File: src/rtl/cpm_pkg.sv
// Purpose: Shared constants and types for the charging port mode decoder.
// Assumes: 250 MHz core clock, 32-bit register port.
// Notes: Pin vector order is {mode_select_1, mode_select_2, mode_select_3, limit_select}.
`default_nettype none
package cpm_pkg;
  // ****************************************************************
  // Clock and timing.
  // ****************************************************************
  localparam int CLK_MHZ = 250;
  localparam int LOAD_ON_MS = 200;
  localparam int LOAD_OFF_S = 3;
  localparam int DCHG_TIME_US = 1000;
  localparam int LOAD_ON_CYC = LOAD_ON_MS * 1000 * CLK_MHZ;
  localparam int LOAD_OFF_CYC = LOAD_OFF_S * 1000000 * CLK_MHZ;
  localparam int DCHG_CYC = DCHG_TIME_US * CLK_MHZ;
  localparam int CNT_W = 30;

  // ****************************************************************
  // Register map.
  // ****************************************************************
  localparam logic [7:0] ADDR_STATE = 8'h00;
  localparam logic [7:0] ADDR_IRQ_STAT = 8'h04;
  localparam logic [7:0] ADDR_IRQ_MASK = 8'h08;
  localparam int IRQ_W = 4;
  localparam logic [3:0] IRQ_MASK_RST = 4'h0;
  localparam int EV_MODE = 0;
  localparam int EV_LOAD_ON = 1;
  localparam int EV_LOAD_OFF = 2;
  localparam int EV_DCHG_DONE = 3;
  localparam logic [3:0] PINS_RST = 4'h0;

  // ****************************************************************
  // Types.
  // ****************************************************************
  typedef enum logic [2:0] {
    M_DISCHARGE, M_AUTO, M_STD1, M_SHORTED, M_DIVIDER, M_STD2, M_CDP
  } cpm_mode_e;

  typedef enum logic [1:0] {LIM_LOW, LIM_HIGH, LIM_WAKE} cpm_limit_e;

  typedef struct packed {
    logic ms1;
    logic ms2;
    logic ms3;
    logic lsel;
  } cpm_pins_s;

  // Maps the pin setting onto its charging mode.
  function automatic cpm_mode_e cpm_decode(input cpm_pins_s p);
    cpm_mode_e m;
    m = M_DISCHARGE;
    case ({p.ms1, p.ms2, p.ms3})
      3'h0: m = M_DISCHARGE;
      3'h1, 3'h3: m = M_AUTO;
      3'h2, 3'h6: m = M_STD1;
      3'h4: m = M_SHORTED;
      3'h5: m = M_DIVIDER;
      3'h7: m = p.lsel ? M_CDP : M_STD2;
      default: m = M_DISCHARGE;
    endcase
    return m;
  endfunction
endpackage
`default_nettype wire

File: src/rtl/cpm_mode_decoder.sv
// Purpose: Decodes the mode-select pins into a charging mode and drives switch,
//   limit, discharge and load status controls, with a small register port.
// Assumes: Load comparator inputs come from analog blocks, already clean.
// Notes: Pin inputs are asynchronous and pass through two flip-flops.
//
// Summary of operation
// Close data switches in CDP and both standard-port modes.
// Data switches close only while enable is high.
// Switches stay closed in CDP during the charging handshake.
// Switches open with all mode pins low or any dedicated mode.
// Power switch current limiting never opens the data switches.
// Switches stay open for the whole output discharge interval.
// Decode mode pins and limit select into the seven charging modes.
// Pick low or high limit per mode and limit select.
// Follow the pins continuously, except while a HID device is detected.
// Status output active only in auto 0011, 0111 and CDP settings.
// In 0011, limit toggles wake/high and load uses wake thresholds.
// CDP and 0111 use normal thresholds; CDP primary detect asserts status.
// No output discharge between the CDP and standard_two codes.
// Forced shorted and divider modes do no automatic scheme switching.
// Status asserts after load above threshold for 200 ms.
// Status deasserts after load below threshold for 3 s.
// Reset returns to the initial discharge state, then follows pins.
// Synchronise the pin inputs before decoding them.
//
// The address-and-strobe port and the register addresses are this design's own decisions.
`timescale 1ns/1ps
`default_nettype none
module cpm_mode_decoder #(
  parameter int LOAD_ON_CYC = cpm_pkg::LOAD_ON_CYC,
  parameter int LOAD_OFF_CYC = cpm_pkg::LOAD_OFF_CYC,
  parameter int DCHG_CYC = cpm_pkg::DCHG_CYC
) (
  input wire logic core_clk,
  input wire logic resetn,
  input wire logic mode_select_1,
  input wire logic mode_select_2,
  input wire logic mode_select_3,
  input wire logic limit_select,
  input wire logic enable,
  input wire logic load_over,
  input wire logic load_under,
  input wire logic wake_over,
  input wire logic wake_under,
  input wire logic primary_detect,
  input wire logic hid_detected,
  output logic data_switch_close,
  output cpm_pkg::cpm_limit_e limit_choice,
  output logic auto_scheme_en,
  output logic discharge_active,
  output logic status_n,
  output logic irq,
  input wire logic [7:0] reg_addr,
  input wire logic [31:0] reg_wdata,
  input wire logic reg_wr,
  input wire logic reg_rd,
  output logic [31:0] reg_rdata
);
  // ****************************************************************
  // Parameter checks.
  // ****************************************************************
  if (LOAD_ON_CYC < 1 || LOAD_OFF_CYC < 1 || DCHG_CYC < 1) begin : g_chk_min
    $error("cpm_mode_decoder: counts must be at least one");
  end
  if (LOAD_ON_CYC >= 2**cpm_pkg::CNT_W || LOAD_OFF_CYC >= 2**cpm_pkg::CNT_W ||
      DCHG_CYC >= 2**cpm_pkg::CNT_W) begin : g_chk_max
    $error("cpm_mode_decoder: counts exceed counter width");
  end

  localparam logic [cpm_pkg::CNT_W-1:0] ON_LAST = cpm_pkg::CNT_W'(LOAD_ON_CYC - 1);
  localparam logic [cpm_pkg::CNT_W-1:0] OFF_LAST = cpm_pkg::CNT_W'(LOAD_OFF_CYC - 1);
  localparam logic [cpm_pkg::CNT_W-1:0] DCHG_LOAD = cpm_pkg::CNT_W'(DCHG_CYC);

  // ****************************************************************
  // Pin synchronisers.
  // ****************************************************************
  cpm_pkg::cpm_pins_s pins_raw;
  cpm_pkg::cpm_pins_s pins_meta;
  cpm_pkg::cpm_pins_s pins_sync;
  cpm_pkg::cpm_pins_s cur_pins;
  logic en_meta;
  logic en_sync;

  assign pins_raw = '{mode_select_1, mode_select_2, mode_select_3, limit_select};

  // Two flip-flops per pin; only the second stage is used downstream.
  always_ff @(posedge core_clk) begin
    if (!resetn) begin
      pins_meta <= cpm_pkg::PINS_RST;
      pins_sync <= cpm_pkg::PINS_RST;
      en_meta <= 1'b0;
      en_sync <= 1'b0;
    end else begin
      pins_meta <= pins_raw;
      pins_sync <= pins_meta;
      en_meta <= enable;
      en_sync <= en_meta;
    end
  end

  // ****************************************************************
  // Mode tracking and discharge.
  // ****************************************************************
  cpm_pkg::cpm_pins_s next_pins;
  cpm_pkg::cpm_mode_e cur_mode;
  cpm_pkg::cpm_mode_e next_mode;
  logic mode_chg;
  logic pair_swap;
  logic [cpm_pkg::CNT_W-1:0] dchg_cnt;
  logic dchg_done;

  // A detected HID device freezes the applied setting.
  assign next_pins = hid_detected ? cur_pins : pins_sync;
  assign cur_mode = cpm_pkg::cpm_decode(cur_pins);
  assign next_mode = cpm_pkg::cpm_decode(next_pins);
  assign mode_chg = next_mode != cur_mode;
  // Swapping between CDP and standard_two keeps the port powered.
  assign pair_swap = (cur_mode == cpm_pkg::M_CDP && next_mode == cpm_pkg::M_STD2) ||
                     (cur_mode == cpm_pkg::M_STD2 && next_mode == cpm_pkg::M_CDP);
  assign dchg_done = dchg_cnt == cpm_pkg::CNT_W'(1);

  // Reset lands in the all-low setting, which is the discharge state.
  always_ff @(posedge core_clk) begin
    if (!resetn) begin
      cur_pins <= cpm_pkg::PINS_RST;
    end else begin
      cur_pins <= next_pins;
    end
  end

  // Timed discharge on every mode change except the CDP/standard_two swap and changes into or out of discharge.
  always_ff @(posedge core_clk) begin
    if (!resetn) begin
      dchg_cnt <= '0;
    end else if (mode_chg && !pair_swap && next_mode != cpm_pkg::M_DISCHARGE &&
                 cur_mode != cpm_pkg::M_DISCHARGE) begin
      dchg_cnt <= DCHG_LOAD;
    end else if (dchg_cnt != '0) begin
      dchg_cnt <= dchg_cnt - cpm_pkg::CNT_W'(1);
    end
  end

  // ****************************************************************
  // Load detection and status.
  // ****************************************************************
  logic ld_mode;
  logic wake_set;
  logic above;
  logic below;
  logic [cpm_pkg::CNT_W-1:0] ld_cnt;
  logic [cpm_pkg::CNT_W-1:0] next_ld_cnt;
  logic next_status_n;

  // Load detect runs in auto with limit select high, and in CDP.
  assign ld_mode = cur_mode == cpm_pkg::M_CDP ||
                   (cur_mode == cpm_pkg::M_AUTO && cur_pins.lsel);
  assign wake_set = cur_pins == cpm_pkg::cpm_pins_s'(4'h3);
  assign above = wake_set ? wake_over : load_over;
  assign below = wake_set ? wake_under : load_under;

  // Qualify the comparator levels for the set and clear times.
  always_comb begin
    next_status_n = status_n;
    next_ld_cnt = '0;
    if (!ld_mode) begin
      next_status_n = 1'b1;
    end else if (status_n) begin
      if (cur_mode == cpm_pkg::M_CDP && primary_detect) begin
        next_status_n = 1'b0;
      end else if (above) begin
        if (ld_cnt == ON_LAST) begin
          next_status_n = 1'b0;
        end else begin
          next_ld_cnt = ld_cnt + cpm_pkg::CNT_W'(1);
        end
      end
    end else if (below) begin
      if (ld_cnt == OFF_LAST) begin
        next_status_n = 1'b1;
      end else begin
        next_ld_cnt = ld_cnt + cpm_pkg::CNT_W'(1);
      end
    end
  end

  // Status and its qualification counter.
  always_ff @(posedge core_clk) begin
    if (!resetn) begin
      status_n <= 1'b1;
      ld_cnt <= '0;
    end else begin
      status_n <= next_status_n;
      ld_cnt <= next_ld_cnt;
    end
  end

  // ****************************************************************
  // Switch and limit outputs.
  // ****************************************************************
  logic next_switch;
  cpm_pkg::cpm_limit_e next_limit;

  // Current limiting of the power switch plays no part here.
  assign next_switch = en_sync && dchg_cnt == '0 &&
    (cur_mode == cpm_pkg::M_CDP || cur_mode == cpm_pkg::M_STD1 ||
     cur_mode == cpm_pkg::M_STD2);

  // Limit source per mode.
  always_comb begin
    case (cur_mode)
      cpm_pkg::M_STD1, cpm_pkg::M_SHORTED, cpm_pkg::M_DIVIDER: begin
        next_limit = cur_pins.lsel ? cpm_pkg::LIM_HIGH : cpm_pkg::LIM_LOW;
      end
      cpm_pkg::M_STD2: begin
        next_limit = cpm_pkg::LIM_LOW;
      end
      cpm_pkg::M_AUTO, cpm_pkg::M_CDP: begin
        // Wake limit while no load is seen in the power-wake setting.
        next_limit = (wake_set && status_n) ? cpm_pkg::LIM_WAKE : cpm_pkg::LIM_HIGH;
      end
      default: begin
        next_limit = cpm_pkg::LIM_LOW;
      end
    endcase
  end

  // Registered control outputs.
  always_ff @(posedge core_clk) begin
    if (!resetn) begin
      data_switch_close <= 1'b0;
      limit_choice <= cpm_pkg::LIM_LOW;
      auto_scheme_en <= 1'b0;
      discharge_active <= 1'b1;
    end else begin
      data_switch_close <= next_switch;
      limit_choice <= next_limit;
      auto_scheme_en <= cur_mode == cpm_pkg::M_AUTO;
      discharge_active <= cur_mode == cpm_pkg::M_DISCHARGE || dchg_cnt != '0;
    end
  end

  // ****************************************************************
  // Register port and interrupt.
  // ****************************************************************
  logic [cpm_pkg::IRQ_W-1:0] irq_stat;
  logic [cpm_pkg::IRQ_W-1:0] irq_mask;
  logic [cpm_pkg::IRQ_W-1:0] events;
  logic [cpm_pkg::IRQ_W-1:0] w1c;

  assign events[cpm_pkg::EV_MODE] = mode_chg;
  assign events[cpm_pkg::EV_LOAD_ON] = status_n && !next_status_n;
  assign events[cpm_pkg::EV_LOAD_OFF] = !status_n && next_status_n;
  assign events[cpm_pkg::EV_DCHG_DONE] = dchg_done;
  assign w1c = (reg_wr && reg_addr == cpm_pkg::ADDR_IRQ_STAT) ?
               reg_wdata[cpm_pkg::IRQ_W-1:0] : '0;
  assign irq = |(irq_stat & irq_mask);

  // Sticky status: a new event wins over a same-cycle clear.
  always_ff @(posedge core_clk) begin
    if (!resetn) begin
      irq_stat <= '0;
    end else begin
      irq_stat <= (irq_stat & ~w1c) | events;
    end
  end

  // Mask register.
  always_ff @(posedge core_clk) begin
    if (!resetn) begin
      irq_mask <= cpm_pkg::IRQ_MASK_RST;
    end else if (reg_wr && reg_addr == cpm_pkg::ADDR_IRQ_MASK) begin
      irq_mask <= reg_wdata[cpm_pkg::IRQ_W-1:0];
    end
  end

  // Read data, valid only in the cycle after the read strobe.
  always_ff @(posedge core_clk) begin
    if (!resetn || !reg_rd) begin
      reg_rdata <= 32'h0000_0000;
    end else begin
      case (reg_addr)
        cpm_pkg::ADDR_STATE: begin
          reg_rdata <= {19'h0_0000, cur_pins, 1'b0, cur_mode, status_n,
                        discharge_active, data_switch_close, limit_choice};
        end
        cpm_pkg::ADDR_IRQ_STAT: begin
          reg_rdata <= {28'h000_0000, irq_stat};
        end
        cpm_pkg::ADDR_IRQ_MASK: begin
          reg_rdata <= {28'h000_0000, irq_mask};
        end
        default: begin
          reg_rdata <= 32'h0000_0000;
        end
      endcase
    end
  end
endmodule
`default_nettype wire

File: config.mk
export PLATFORM = sky130hd
export DESIGN_NAME = cpm_mode_decoder
export DESIGN_NICKNAME = d
export VERILOG_FILES = /design/src/rtl/cpm_pkg.sv /design/src/rtl/cpm_mode_decoder.sv
export SDC_FILE = /design/constraint.sdc
export NUM_CORES = 1
export LEC_CHECK = 0
export ABC_AREA = 1
export BUFFER_PORTS_ARGS = -buffer_cell sky130_fd_sc_hd__buf_4
export CORE_MARGIN = 3
export CORE_UTILIZATION = 40
export CTS_BUF_LIST = sky130_fd_sc_hd__clkbuf_16
export CTS_CLUSTER_DIAMETER = 80
export CTS_CLUSTER_SIZE = 40
export DETAILED_ROUTE_END_ITERATION = 7
export RECOVER_POWER = 100
export REMOVE_ABC_BUFFERS = 1
export SETUP_SLACK_MARGIN = 0.02
export SYNTH_ARGS = -nofsm -noshare
export SYNTH_HDL_FRONTEND = slang
export SYNTH_SLANG_ARGS = --single-unit
File: constraint.sdc
create_clock -name core_clk -period 5.5 [get_ports core_clk]
set_clock_uncertainty 0.05 [all_clocks]
set_input_delay 0.825 -clock core_clk [delete_from_list [all_inputs] [get_ports core_clk]]
set_output_delay 0.825 -clock core_clk [all_outputs]
set_load 0.01 [all_outputs]
== Word-level counts from Yosys, hierarchy flattened ==
Cells that the tools add are included.
W data, S select, Z words.

* Add/sub/neg operators: 2
* Equality and inequality tests: 29
* Mux-type cells: 27
* Bitwise gates (word level): 5
* Reduce and logical (&&, ||, !) cells: 43

{| class="wikitable"
|+ Operators by type and width
! cell !! count
|-
| $mux W30 || 6
|-
| $eq A3 B3 Y1 const B || 13
|-
| $pmux W13 S3 || 1
|-
| $mux W18 || 2
|-
| $pmux W3 S6 || 2
|-
| $add A30 B1 Y30 const B || 1
|-
| $eq A30 B1 Y1 const B || 1
|-
| $eq A30 B26 Y1 const B || 1
|-
| $eq A30 B30 Y1 const B || 1
|-
| $logic_not A30 Y1 || 1
|-
| $reduce_bool A30 Y1 || 1
|-
| $sub A30 B1 Y30 const B || 1
|-
| $eq A3 B2 Y1 const B || 6
|-
| $logic_and A1 B1 Y1 || 14
|-
| $reduce_or A2 Y1 || 6
|-
| $mux W1 || 10
|-
| $eq A3 B1 Y1 const B || 3
|-
| $logic_not A3 Y1 || 3
|-
| $and A4 B4 Y4 || 2
|-
| $eq A8 B3 Y1 const B || 1
|-
| $eq A8 B4 Y1 const B || 1
|-
| $logic_not A8 Y1 || 1
|-
| $mux W4 || 2
|-
| $logic_or A1 B1 Y1 || 6
|-
| other kinds (13) || 20
|}

* Bits in registers: 120
* Input bits: 55
* Logic and storage cells: 131

== Logic depth before layout (Yosys ltp) ==
Gate-level depths: netlist (run 1).

* Depth in word-level cells: 12
* Depth in mapped cells: 14

== Least setup slack after synthesis (run 1) ==
No wires, ideal clock.

* Path kind: input-to-reg
* Start point: input port reg_addr[1]
* End point: register irq_stat[0] (netlist bit)
* Setup time: 0.128 ns
* Arrival time: 1.803 ns
* Path slack: 3.519 ns
* Stages: 5
* Buffers on the path: 0
* Cells stage by stage: or2_2 nor4_1 nand2_1 a21oi_1 nor2_1

* Longest elaborated chain between the ends: 6

{| class="wikitable"
|+ Ends and longest elaborated chain
! element !! RTL line !! source
|-
| start, declared || cpm_mode_decoder.sv:53 || <nowiki>input wire logic [7:0] reg_addr,</nowiki>
|-
| $eq A8 B3 Y1 || cpm_mode_decoder.sv:254 || <nowiki>assign w1c = (reg_wr && reg_addr == cpm_pkg::ADDR_IRQ_STAT) ?</nowiki>
|-
| $logic_and A1 B1 Y1 || cpm_mode_decoder.sv:254 ||
|-
| $mux W4 || cpm_mode_decoder.sv:254 ||
|-
| $not A4 Y4 || cpm_mode_decoder.sv:263 || <nowiki>irq_stat <= (irq_stat & ~w1c) | events;</nowiki>
|-
| $and A4 B4 Y4 || cpm_mode_decoder.sv:263 ||
|-
| $or A4 B4 Y4 || cpm_mode_decoder.sv:263 ||
|-
| end signal, assigned || cpm_mode_decoder.sv:263 ||
|-
| end, declared || cpm_mode_decoder.sv:245 || <nowiki>logic [cpm_pkg::IRQ_W-1:0] irq_stat;</nowiki>
|}

Every way passes these cells.
A chain may end at the register's enable or synchronous reset.

== Final worst setup path (run 1) ==
* Start point: input port resetn
* End point: register ld_cnt[23] (netlist bit)

* Longest elaborated chain between the ends: 1

{| class="wikitable"
|+ Ends and longest elaborated chain
! element !! RTL line !! source
|-
| start, declared || cpm_mode_decoder.sv:35 || <nowiki>input wire logic resetn,</nowiki>
|-
| $reduce_and A2 Y1 (no line) || - ||
|-
| end signal, assigned || cpm_mode_decoder.sv:193 || <nowiki>ld_cnt <= next_ld_cnt;</nowiki>
|-
| end, declared || cpm_mode_decoder.sv:150 || <nowiki>logic [cpm_pkg::CNT_W-1:0] ld_cnt;</nowiki>
|}

Every way passes these cells.

==> results of run 1 <==
worst paths after layout:
| check | to | slack, ps | depth (start not counted) |
|---|---|---|---|
| setup / recovery | ld_cnt[23] | 2090 | 5 |
| hold reg to reg | pins_sync[0] | 360 | 2 |
| hold / removal | pins_sync[0] | 360 | 2 |
| setup reg to reg | dchg_cnt[9] | 2900 | 9 |
cell type report:
type,instances,area [um^2]
clock buffers,9,225
clock inverters,6,33.8
fillers,1310,6610
inverters,86,323
multi-input cells,576,2700
flip-flops and latches,100,2000
well taps,168,210
repair buffers,45,263
layer usage:
metal | share of wire (%) | up-vias
met5 | 0 | -
met4 | 1.5 | 0
met3 | 5.9 | 17
met2 | 45 | 132
met1 | 47 | 2137
li1 | - | 2482
report_power, final:
group	internal [mW]	switching, mW	total (mW)
logic	0.316	0.571	0.887
registers	0.811	0.0827	0.894
clock network	0.300	0.265	0.565
total	1.43	0.919	2.35
worst reg2reg max path, delay by kind of cell (launching register included):
| kind | cells | cell delay [ps] |
|---|---|---|
| and+or+nand+nor | 7 | 1690 |
| buffers and inverters | 1 | 100 |
| AOI/OAI and AO/OA | 1 | 280 |
| DFF | 1 | 400 |
state kept, by name (all words and copies together), names as in the netlist:
name	cells
pins_meta	4
status_n	1
limit_choice	2
pins_sync	4
cur_pins	4
reg_rdata	12
en_meta	1
ld_cnt	30
auto_scheme_en	1
data_switch_close	1
discharge_active	1
irq_stat	4
irq_mask	4
en_sync	1
dchg_cnt	30
cell families after synthesis:
family                   Yosys count
XOR/XNOR                          43
AO/OA/AOI/OAI                     39
adder cells (fa/ha/maj)            3
buffers and inverters            117
AND/OR/NAND/NOR                  471
other                              1
flip-flops                       100
through the flow:
step | utilization, % | std cells | hold WS [ps] | power, mW
final | 46.5 | 990 | 365 | 2.35
after global routing | 46.5 | 990 | 393 | 2.54
after detailed placement | 45.2 | 975 | 350 | 1.78
after CTS | 47.3 | 990 | 370 | 2.36
after floorplan | - | 762 | 340 | 1.58
after global placement | 45.2 | 975 | 344 | 1.78
Yosys cell counts (all sizes together) (3+ instances only):
library cell / number
nand2: 190
nor2: 165
dfxtp: 100
inv: 85
nand3: 52
nor3: 28
buf: 27
xor2: 27
nand4: 24
a21oi: 17
o21ai: 16
xnor2: 16
clkbuf: 4
nand3b: 4
a31oi: 3
ha: 3
nor4: 3
==> results.tsv, run 1 <==
stage	metric	value	unit
grt	GR Util met1	22.6	%
sta	final hold viol count	0	
drt	1st-pass router iterations	5	
sta	final setup vio count	0	
logic_synthesis	top cell type's share of synthesized area	38.6	%
grt	GRT Util Overall	17.4	%
drt	Routed WL per cell	12.1	um
sta	Period Utilization, post-route	62.0	%
logic_synthesis	Distinct cells, synth	33	
worst_setup_path	cell family with most CP delay	simple AND/OR/NAND/NOR gates	
clock_network	CTS tree	yes	
sta	Final Critical Period	3410	ps
clock_network	# Post-CTS Setup Buffers	0	
drt	DR DRC count	0	
logic_synthesis	mux cell area share after synthesis	0	%
clock_network	post-cts hold buffer count	0	
placement	worst slack, placed	2380	ps
placement	IO buf count	45	
logic_synthesis	Synth Area in Adders	0.723	%
layout	most frequent cells in the layout	nand2_1, nor2_1, dfxtp_1	
logic_synthesis	cell count after synthesis	774	
layout	final instance area	0.00575	mm^2
layout	# nets final	876	
worst_setup_path	CP Data Required Time	5710	ps
floorplanning	die footprint	0.0144	mm^2
worst_setup_path	Crit-path slowest cell	clkinv_1	
worst_setup_path	Crit path arrival time	3620	ps
drt	total number of vias	4768	
drt	Avg Vias per Cell	4.82	
clock_network	depth of the CTS H-tree	3	
sta	Worst-Margin Slew	1070	ps
sta	slew margin rel.	28.6	%
placement	gpl congestion	0.895	
placement	Post-DP Area	0.00559	mm^2
worst_setup_path	CP Capture Type	register	
worst_setup_path	critical path fanouts, max	30	
logic_synthesis	xor and xnor area share after synthesis	7.26	%
sta	RSZ-0062 raised after global routing	false	
logic_synthesis	Post-synth ARST share	0	%
sta	worst setup margin	2090	ps
grt	gr ovfl total	0	
floorplanning	Die X	120	um
power	P_leak	2.52	nW
logic_synthesis	FF+latch count, synth	100	
sta	setup TNS	0	ps
floorplanning	Initial Util	42.0	%
logic_synthesis	post-synthesis sequential area ratio	38.6	%
layout	area delta synth->final	10.8	%
drt	Initial DRC Count	324	
logic_synthesis	largest family of logic cells by synthesized area	simple AND/OR/NAND/NOR gates	
clock_network	clock-pin slew on the worst setup and hold paths	70	ps
grt	initial antenna violation count	0	
logic_synthesis	ys flop type	dfxtp_1	
clock_network	Skew-Pair Late Insertion Delay	350	ps
grt	vias in the first global route	4487	
grt	global-route wire length before repair	20600	um
worst_hold_path	hold crit path type	register to register	
floorplanning	Site Rows	40	
grt	met2 usage	28.0	%
grt	GR peak layer	met2	
worst_setup_path	Crit path buffers/inverters	2	
power	maximum VDD drop	0.000199	V
worst_setup_path	Crit Path Class	input port to register	
clock_network	cts bufs inserted	9	
grt	GR Layer Usage met3	4.95	%
logic_synthesis	Syn Area/Cell	6.71	um^2
worst_hold_path	hold path start	pins_meta[0]	
sta	Slew Limit Fails	0	
worst_setup_path	R2R Path Start	cur_pins[2]	
status	status	completed	
logic_synthesis	Yosys top cell by area	dfxtp_1	
layout	layout cells sized above 1	6.33	%
logic_synthesis	simple-gate portion of the synthesized area	38.9	%
logic_synthesis	complex-gate fraction of the synthesized area	3.98	%
floorplanning	total core area	0.0124	mm^2
power	P per Cell Area	408	mW/mm^2
clock_network	CTS Sinks	100	
logic_synthesis	synth top area cells	dfxtp_1, nand2_1, nor2_1, inv_1, nand3_1	
worst_setup_path	crit path launch type	input port	
clock_network	CTS Root Cell	clkbuf_16	
logic_synthesis	Post-synth EDFFs	0	
logic_synthesis	Ys Warns	0	
placement	Final HPWL DP	9180	um
clock_network	worst-case clock buffer depth	2	
grt	largest net degree at the start of global routing	31	
drt	antenna viol nets, final	0	
sta	max frequency	293	MHz
drt	routed wire length	12000	um
layout	# diodes	0	
logic_synthesis	Syn Std Cell Area	0.00519	mm^2
worst_setup_path	Worst path max stage delay	740	ps
floorplanning	Vert. Die Dim	120	um
worst_setup_path	worst path cell trace	clkbuf_1 -> clkinv_1 -> nor3_1 -> nand2_1 -> nor2_1	
worst_setup_path	CP Launch Point	resetn	
clock_network	PostCTS Resize Cnt	0	
layout	commonest non-fill, non-tap cell in the layout	nand2_1	
job	MaxCap Viol Count	0	
floorplanning	Boundary Pins	94	
No activity file was read; power rests on OpenSTA's default activity.
==> run 2, diff against run 1 <==
- clock period: 5.5 -> 3.3 ns (I/O delays scaled with it)
==> run 2 against run 1 <==
  * Clock-buffer cell count unchanged
  * Final cell count increased by 0.30%
  * Combinational power increased by 65%
  * Non-clock buffer count increased by 3
  * Critical path depth increased by 2
  * Register-to-register slack got worse by 2100 ps
  * Sequential share of layout area decreased by 0.24 points
  * Setup slack got worse by 1300 ps
  * Critical path type unchanged
==> results.tsv, run 2 (synthesis results as in run 1) <==
stage	metric	value	unit	change
status	status	completed		
sta	Slew Limit Fails	0		unchanged
placement	placed insts	978		+0.31%
power	sequential share of power	37.5	%	-0.6 points
floorplanning	Die X	120	um	unchanged
clock_network	clock-pin slew on the worst setup and hold paths	60	ps	about the same
power	switching component of the power	1.52	mW	+66%
grt	initial antenna violation count	0		unchanged
grt	largest net degree at the start of global routing	24		-23%
grt	GRT Util Overall	17.5	%	+0.13 points
grt	global-route wire length before repair	20900	um	+1.5%
clock_network	PostCTS Resize Cnt	0		unchanged
placement	gpl congestion	0.926		+3.5%
sta	final hold viol count	0		unchanged
drt	routed wire length	12200	um	+1.6%
grt	vias in the first global route	4573		+1.9%
layout	layout cells sized above 1	6.42	%	+0.098 points
power	Gate power share	36.7	%	-1.1 points
drt	1st-pass router iterations	7		+2
clock_network	CTS Root Cell	clkbuf_16		
placement	IO buf count	45		unchanged
worst_setup_path	Worst path max stage delay	650	ps	-90 ps
placement	worst slack, placed	967	ps	-1420 ps
floorplanning	Vert. Die Dim	120	um	unchanged
worst_setup_path	cells on worst reg2reg path	11		+2
sta	max frequency	397	MHz	
layout	# nets final	879		+0.34%
clock_network	post-cts hold buffer count	0		unchanged
sta	Worst-Margin Slew	893	ps	-175 ps
sta	setup TNS	0	ps	unchanged
sta	worst setup margin	782	ps	-1310 ps
worst_hold_path	hold path start	mode_select_2		
worst_setup_path	CP Capture Type	register		
worst_setup_path	critical path fanouts, max	21		-30%
drt	Avg Vias per Cell	4.85		+0.62%
layout	most frequent cells in the layout	nand2_1, nor2_1, dfxtp_1		
layout	biggest regs	dchg_cnt (30), ld_cnt (30), reg_rdata (12)		
clock_network	Skew-Pair Late Insertion Delay	350	ps	about the same
worst_hold_path	Hold Path End	pins_meta[2]		
clock_network	CTS tree	yes		
drt	Initial DRC Count	364		+12%
layout	fin cells	993		+0.30%
drt	total number of vias	4812		+0.92%
worst_hold_path	Hold Crit Depth	3		+1
clock_network	CTS Sinks	100		unchanged
drt	Routed WL per cell	12.3	um	+1.3%
floorplanning	total core area	0.0124	mm^2	unchanged
floorplanning	Site Rows	40		unchanged
clock_network	depth of the CTS H-tree	3		unchanged
floorplanning	die footprint	0.0144	mm^2	unchanged
sta	Period Utilization, post-route	76.3	%	
power	P_int	2.45	mW	+72%
floorplanning	Boundary Pins	94		unchanged
floorplanning	Initial Util	42.0	%	unchanged
worst_setup_path	R2R Path End	ld_cnt[23]		
clock_network	cts bufs inserted	9		unchanged
worst_setup_path	worst path cell trace	clkbuf_1 -> clkinv_1 -> buf_4 -> nor3_1 -> nand2_1 -> clkbuf_2 -> nor2_1		
job	MaxCap Viol Count	0		unchanged
sta	final setup vio count	0		unchanged
power	maximum VDD drop	0.000320	V	+60%
power	P per Cell Area	686	mW/mm^2	+68%
grt	gr ovfl total	0		unchanged
layout	commonest non-fill, non-tap cell in the layout	nand2_1		
sta	RSZ-0062 raised after global routing	false		
power	Clock Power Share	25.7	%	+1.6 points
worst_setup_path	Crit-path slowest cell	clkbuf_1		
clock_network	worst-case clock buffer depth	2		unchanged
worst_setup_path	r2r setup slk	790	ps	-2110 ps
worst_setup_path	Crit Path Class	input port to register		
worst_hold_path	hold crit path type	input port to register		
drt	antenna viol nets, final	0		unchanged
worst_setup_path	crit path launch type	input port		
layout	area delta synth->final	11.6	%	
layout	# diodes	0		unchanged
sta	slew margin rel.	40.4	%	+12 points
clock_network	# Post-CTS Setup Buffers	0		unchanged
worst_setup_path	Crit path arrival time	2740	ps	-880 ps
worst_setup_path	CP Data Required Time	3520	ps	-2190 ps
power	Net Sw Frac	38.3	%	-0.87 points
worst_setup_path	R2R Path Start	ld_cnt[0]		
sta	Final Critical Period	2520	ps	
drt	DR DRC count	0		unchanged
power	P_leak	2.55	nW	+1.1%
placement	Final HPWL DP	9260	um	+0.82%
## run 2: worst max path at each step
| stage | start | end | slack, ps |
|---|---|---|---|
| floorplan | ld_cnt[0] | ld_cnt[23] | 1250 |
| global placement | ld_cnt[0] | ld_cnt[23] | 1010 |
| detailed placement | ld_cnt[0] | ld_cnt[23] | 970 |
| CTS | ld_cnt[0] | ld_cnt[23] | 940 |
| global route | resetn | ld_cnt[14] | 420 |
| finish | resetn | ld_cnt[25] | 780 |
## run 2: power by group through the flow
stage	Sequential (mW)	Combinational, mW	Clock [mW]
5_1_grt	1.51	1.69	1.11
2_1_floorplan	1.48	1.16	0
6_report	1.49	1.46	1.02
3_5_place_dp	1.51	1.46	0
4_1_cts	1.49	1.48	1.06
3_3_place_gp	1.51	1.45	0
## run 2: stage by stage
step | hold slack, ps | total power, mW | instance area (um^2) | util (%)
after global placement | 344 | 2.97 | 5610 | 45.4
after global routing | 280 | 4.31 | 5790 | 46.9
final | 283 | 3.97 | 5790 | 46.9
after CTS | 270 | 4.03 | 5890 | 47.7
after detailed placement | 348 | 2.98 | 5610 | 45.4
after floorplan | 340 | 2.64 | 5040 | -
## run 2: cell type report
class                   instances  area (um^2)
clock inverters                 6         57.6
repair buffers                 48          279
well taps                     168          210
multi-input cells             576         2700
clock buffers                   9          225
inverters                      86          323
flip-flops and latches        100         2000
fillers                      1276         6570
## run 2: metal layers
layer	vias up	GRT usage (%)	wire [um]
met5	-	0	0
met4	0	4.72	227
met3	23	4.67	708
met2	140	28.5	5630
met1	2158	22.9	5620
li1	2491	-	-
## run 2: worst max-delay path, delay by kind of cell
| kind | cells | cell delay, ps |
|---|---|---|
| buffers and inverters | 4 | 1410 |
| and+or+nand+nor | 3 | 810 |
==> run 3, diff against run 2 <==
- clock period: 3.3 -> 2.3 ns (I/O delays scaled with it)
==> run 3 against run 2 <==
  * Non-clock buffer count grew 8
  * Flip-flop and latch count is the same
  * Register-to-register slack lost 530 ps
  * Sequential share of layout area shrank 0.49 points
  * First-iteration DRC count shrank 5.2%
  * Critical path type is now register to register
==> results.tsv, run 3 (synthesis results as in run 1) <==
stage	metric	value	unit	change
worst_setup_path	worst path cell trace	nor2_1 -> nand3_1 -> nor2_1 -> nand3_1 -> clkbuf_2 -> nand3b_1 -> a21oi_1		
sta	Worst-Margin Slew	945	ps	+52.0 ps
floorplanning	Site Rows	40		unchanged
clock_network	# Post-CTS Setup Buffers	0		unchanged
layout	area delta synth->final	13.2	%	
clock_network	worst-case clock buffer depth	2		unchanged
drt	DR DRC count	0		unchanged
layout	biggest regs	dchg_cnt (30), ld_cnt (30), reg_rdata (12)		
sta	hold slack	129	ps	-155 ps
sta	Final Critical Period	2040	ps	
grt	global-route wire length before repair	20600	um	-1.3%
worst_setup_path	CP Data Required Time	2450	ps	-1070 ps
floorplanning	die footprint	0.0144	mm^2	unchanged
layout	final instance area	0.00587	mm^2	+1.4%
clock_network	clock-pin slew on the worst setup and hold paths	70	ps	about the same
floorplanning	Die X	120	um	unchanged
floorplanning	total core area	0.0124	mm^2	unchanged
worst_setup_path	Worst path max stage delay	340	ps	-310 ps
layout	fin util	47.5	%	+0.67 points
worst_hold_path	hold crit path type	input port to register		
clock_network	Skew-Pair Late Insertion Delay	350	ps	about the same
clock_network	depth of the CTS H-tree	3		unchanged
grt	largest net degree at the start of global routing	31		+29%
power	maximum VDD drop	0.000438	V	+37%
layout	area of the multi-input gates	0.00270	mm^2	+0.28%
job	MaxCap Viol Count	0		unchanged
layout	# fillers	1312		+2.8%
status	status	completed		
drt	total number of vias	4788		-0.50%
grt	GRT Util Overall	17.5	%	about the same
drt	Routed WL per cell	12.3	um	+0.15%
sta	Slew Limit Fails	0		unchanged
sta	max frequency	490	MHz	
worst_setup_path	critical path fanouts, max	21		unchanged
sta	Period Utilization, post-route	88.7	%	
power	P per Cell Area	978	mW/mm^2	+43%
floorplanning	Boundary Pins	94		unchanged
layout	most frequent cells in the layout	nand2_1, nor2_1, dfxtp_1		
drt	routed wire length	12300	um	+1.1%
clock_network	post-cts hold buffer count	0		unchanged
worst_setup_path	Crit Path Class	register to register		
clock_network	PostCTS Resize Cnt	0		unchanged
worst_setup_path	Crit path arrival time	2190	ps	-550 ps
layout	# nets final	887		+0.91%
floorplanning	Initial Util	42.0	%	unchanged
drt	Initial DRC Count	345		-5.2%
sta	final setup vio count	0		unchanged
placement	Final HPWL DP	9520	um	+2.8%
grt	initial antenna violation count	0		unchanged
placement	gpl congestion	0.916		-1.1%
layout	Register Area	0.00200	mm^2	unchanged
clock_network	cts bufs inserted	9		unchanged
worst_setup_path	crit path launch type	register		
worst_setup_path	Crit-path slowest cell	dfxtp_1		
sta	setup TNS	0	ps	unchanged
clock_network	CTS Root Cell	clkbuf_16		
drt	1st-pass router iterations	6		-1
layout	layout cells sized above 1	7.31	%	+0.89 points
worst_setup_path	CP Capture Type	register		
clock_network	CTS tree	yes		
worst_setup_path	Crit path buffers/inverters	1		-3
layout	commonest non-fill, non-tap cell in the layout	nand2_1		
worst_setup_path	cell family with most CP delay	simple AND/OR/NAND/NOR gates		
sta	RSZ-0062 raised after global routing	false		
power	P_leak	2.60	nW	+2.2%
grt	vias in the first global route	4376		-4.3%
placement	IO buf count	45		unchanged
sta	slew margin rel.	37.0	%	-3.5 points
grt	gr ovfl total	0		unchanged
sta	final hold viol count	0		unchanged
layout	# diodes	0		unchanged
drt	Avg Vias per Cell	4.78		-1.4%
floorplanning	Vert. Die Dim	120	um	unchanged
drt	antenna viol nets, final	0		unchanged
placement	Post-DP Area	0.00568	mm^2	+1.3%
clock_network	CTS Sinks	100		unchanged
run 3: tightest hold or removal path, cell delays in order:
cell     delay, ps
buf_4           80
nand2_1         40
inv_1           40
run 3: power breakdown:
group / total (mW) / internal [mW] / switching [mW]
combinational: 2.15 / 0.783 / 1.37
sequential: 2.13 / 1.94 / 0.196
clock: 1.46 / 0.829 / 0.634
run 3: layer usage:
layer  up-vias  part of all wire [%]  track usage (%)
met4         0                  0.67             3.36
li1       2505                     -                -
met3         6                   6.3             4.52
met1      2142                    48             24.3
met2       135                    45             27.7
met5         -                     0                0
run 3: through the flow:
| stage | total power [mW] | cells | setup WS [ps] |
|---|---|---|---|
| 2_1_floorplan | 3.79 | 762 | 253 |
| 3_3_place_gp | 4.30 | 986 | 341 |
| 3_5_place_dp | 4.32 | 986 | 319 |
| 4_1_cts | 5.81 | 1002 | 307 |
| 5_1_grt | 6.21 | 1002 | 80.6 |
| 6_report | 5.75 | 1002 | 259 |
run 3: cell type report:
type	instances	share of cell area [%]
multi-input cells	576	46.0
flip-flops and latches	100	34.1
clock inverters	7	1.02
repair buffers	56	5.99
clock buffers	9	3.83
well taps	168	3.58
inverters	86	5.50
run 3: final timing paths:
kind	startpoint	cells past startpoint	end	slack, ps
setup / recovery	dchg_cnt[25]	7	dchg_cnt[14]	260
hold reg to reg	pins_meta[0]	2	pins_sync[0]	360
hold / removal	mode_select_1	3	pins_meta[3]	130
setup reg to reg	dchg_cnt[25]	7	dchg_cnt[14]	260
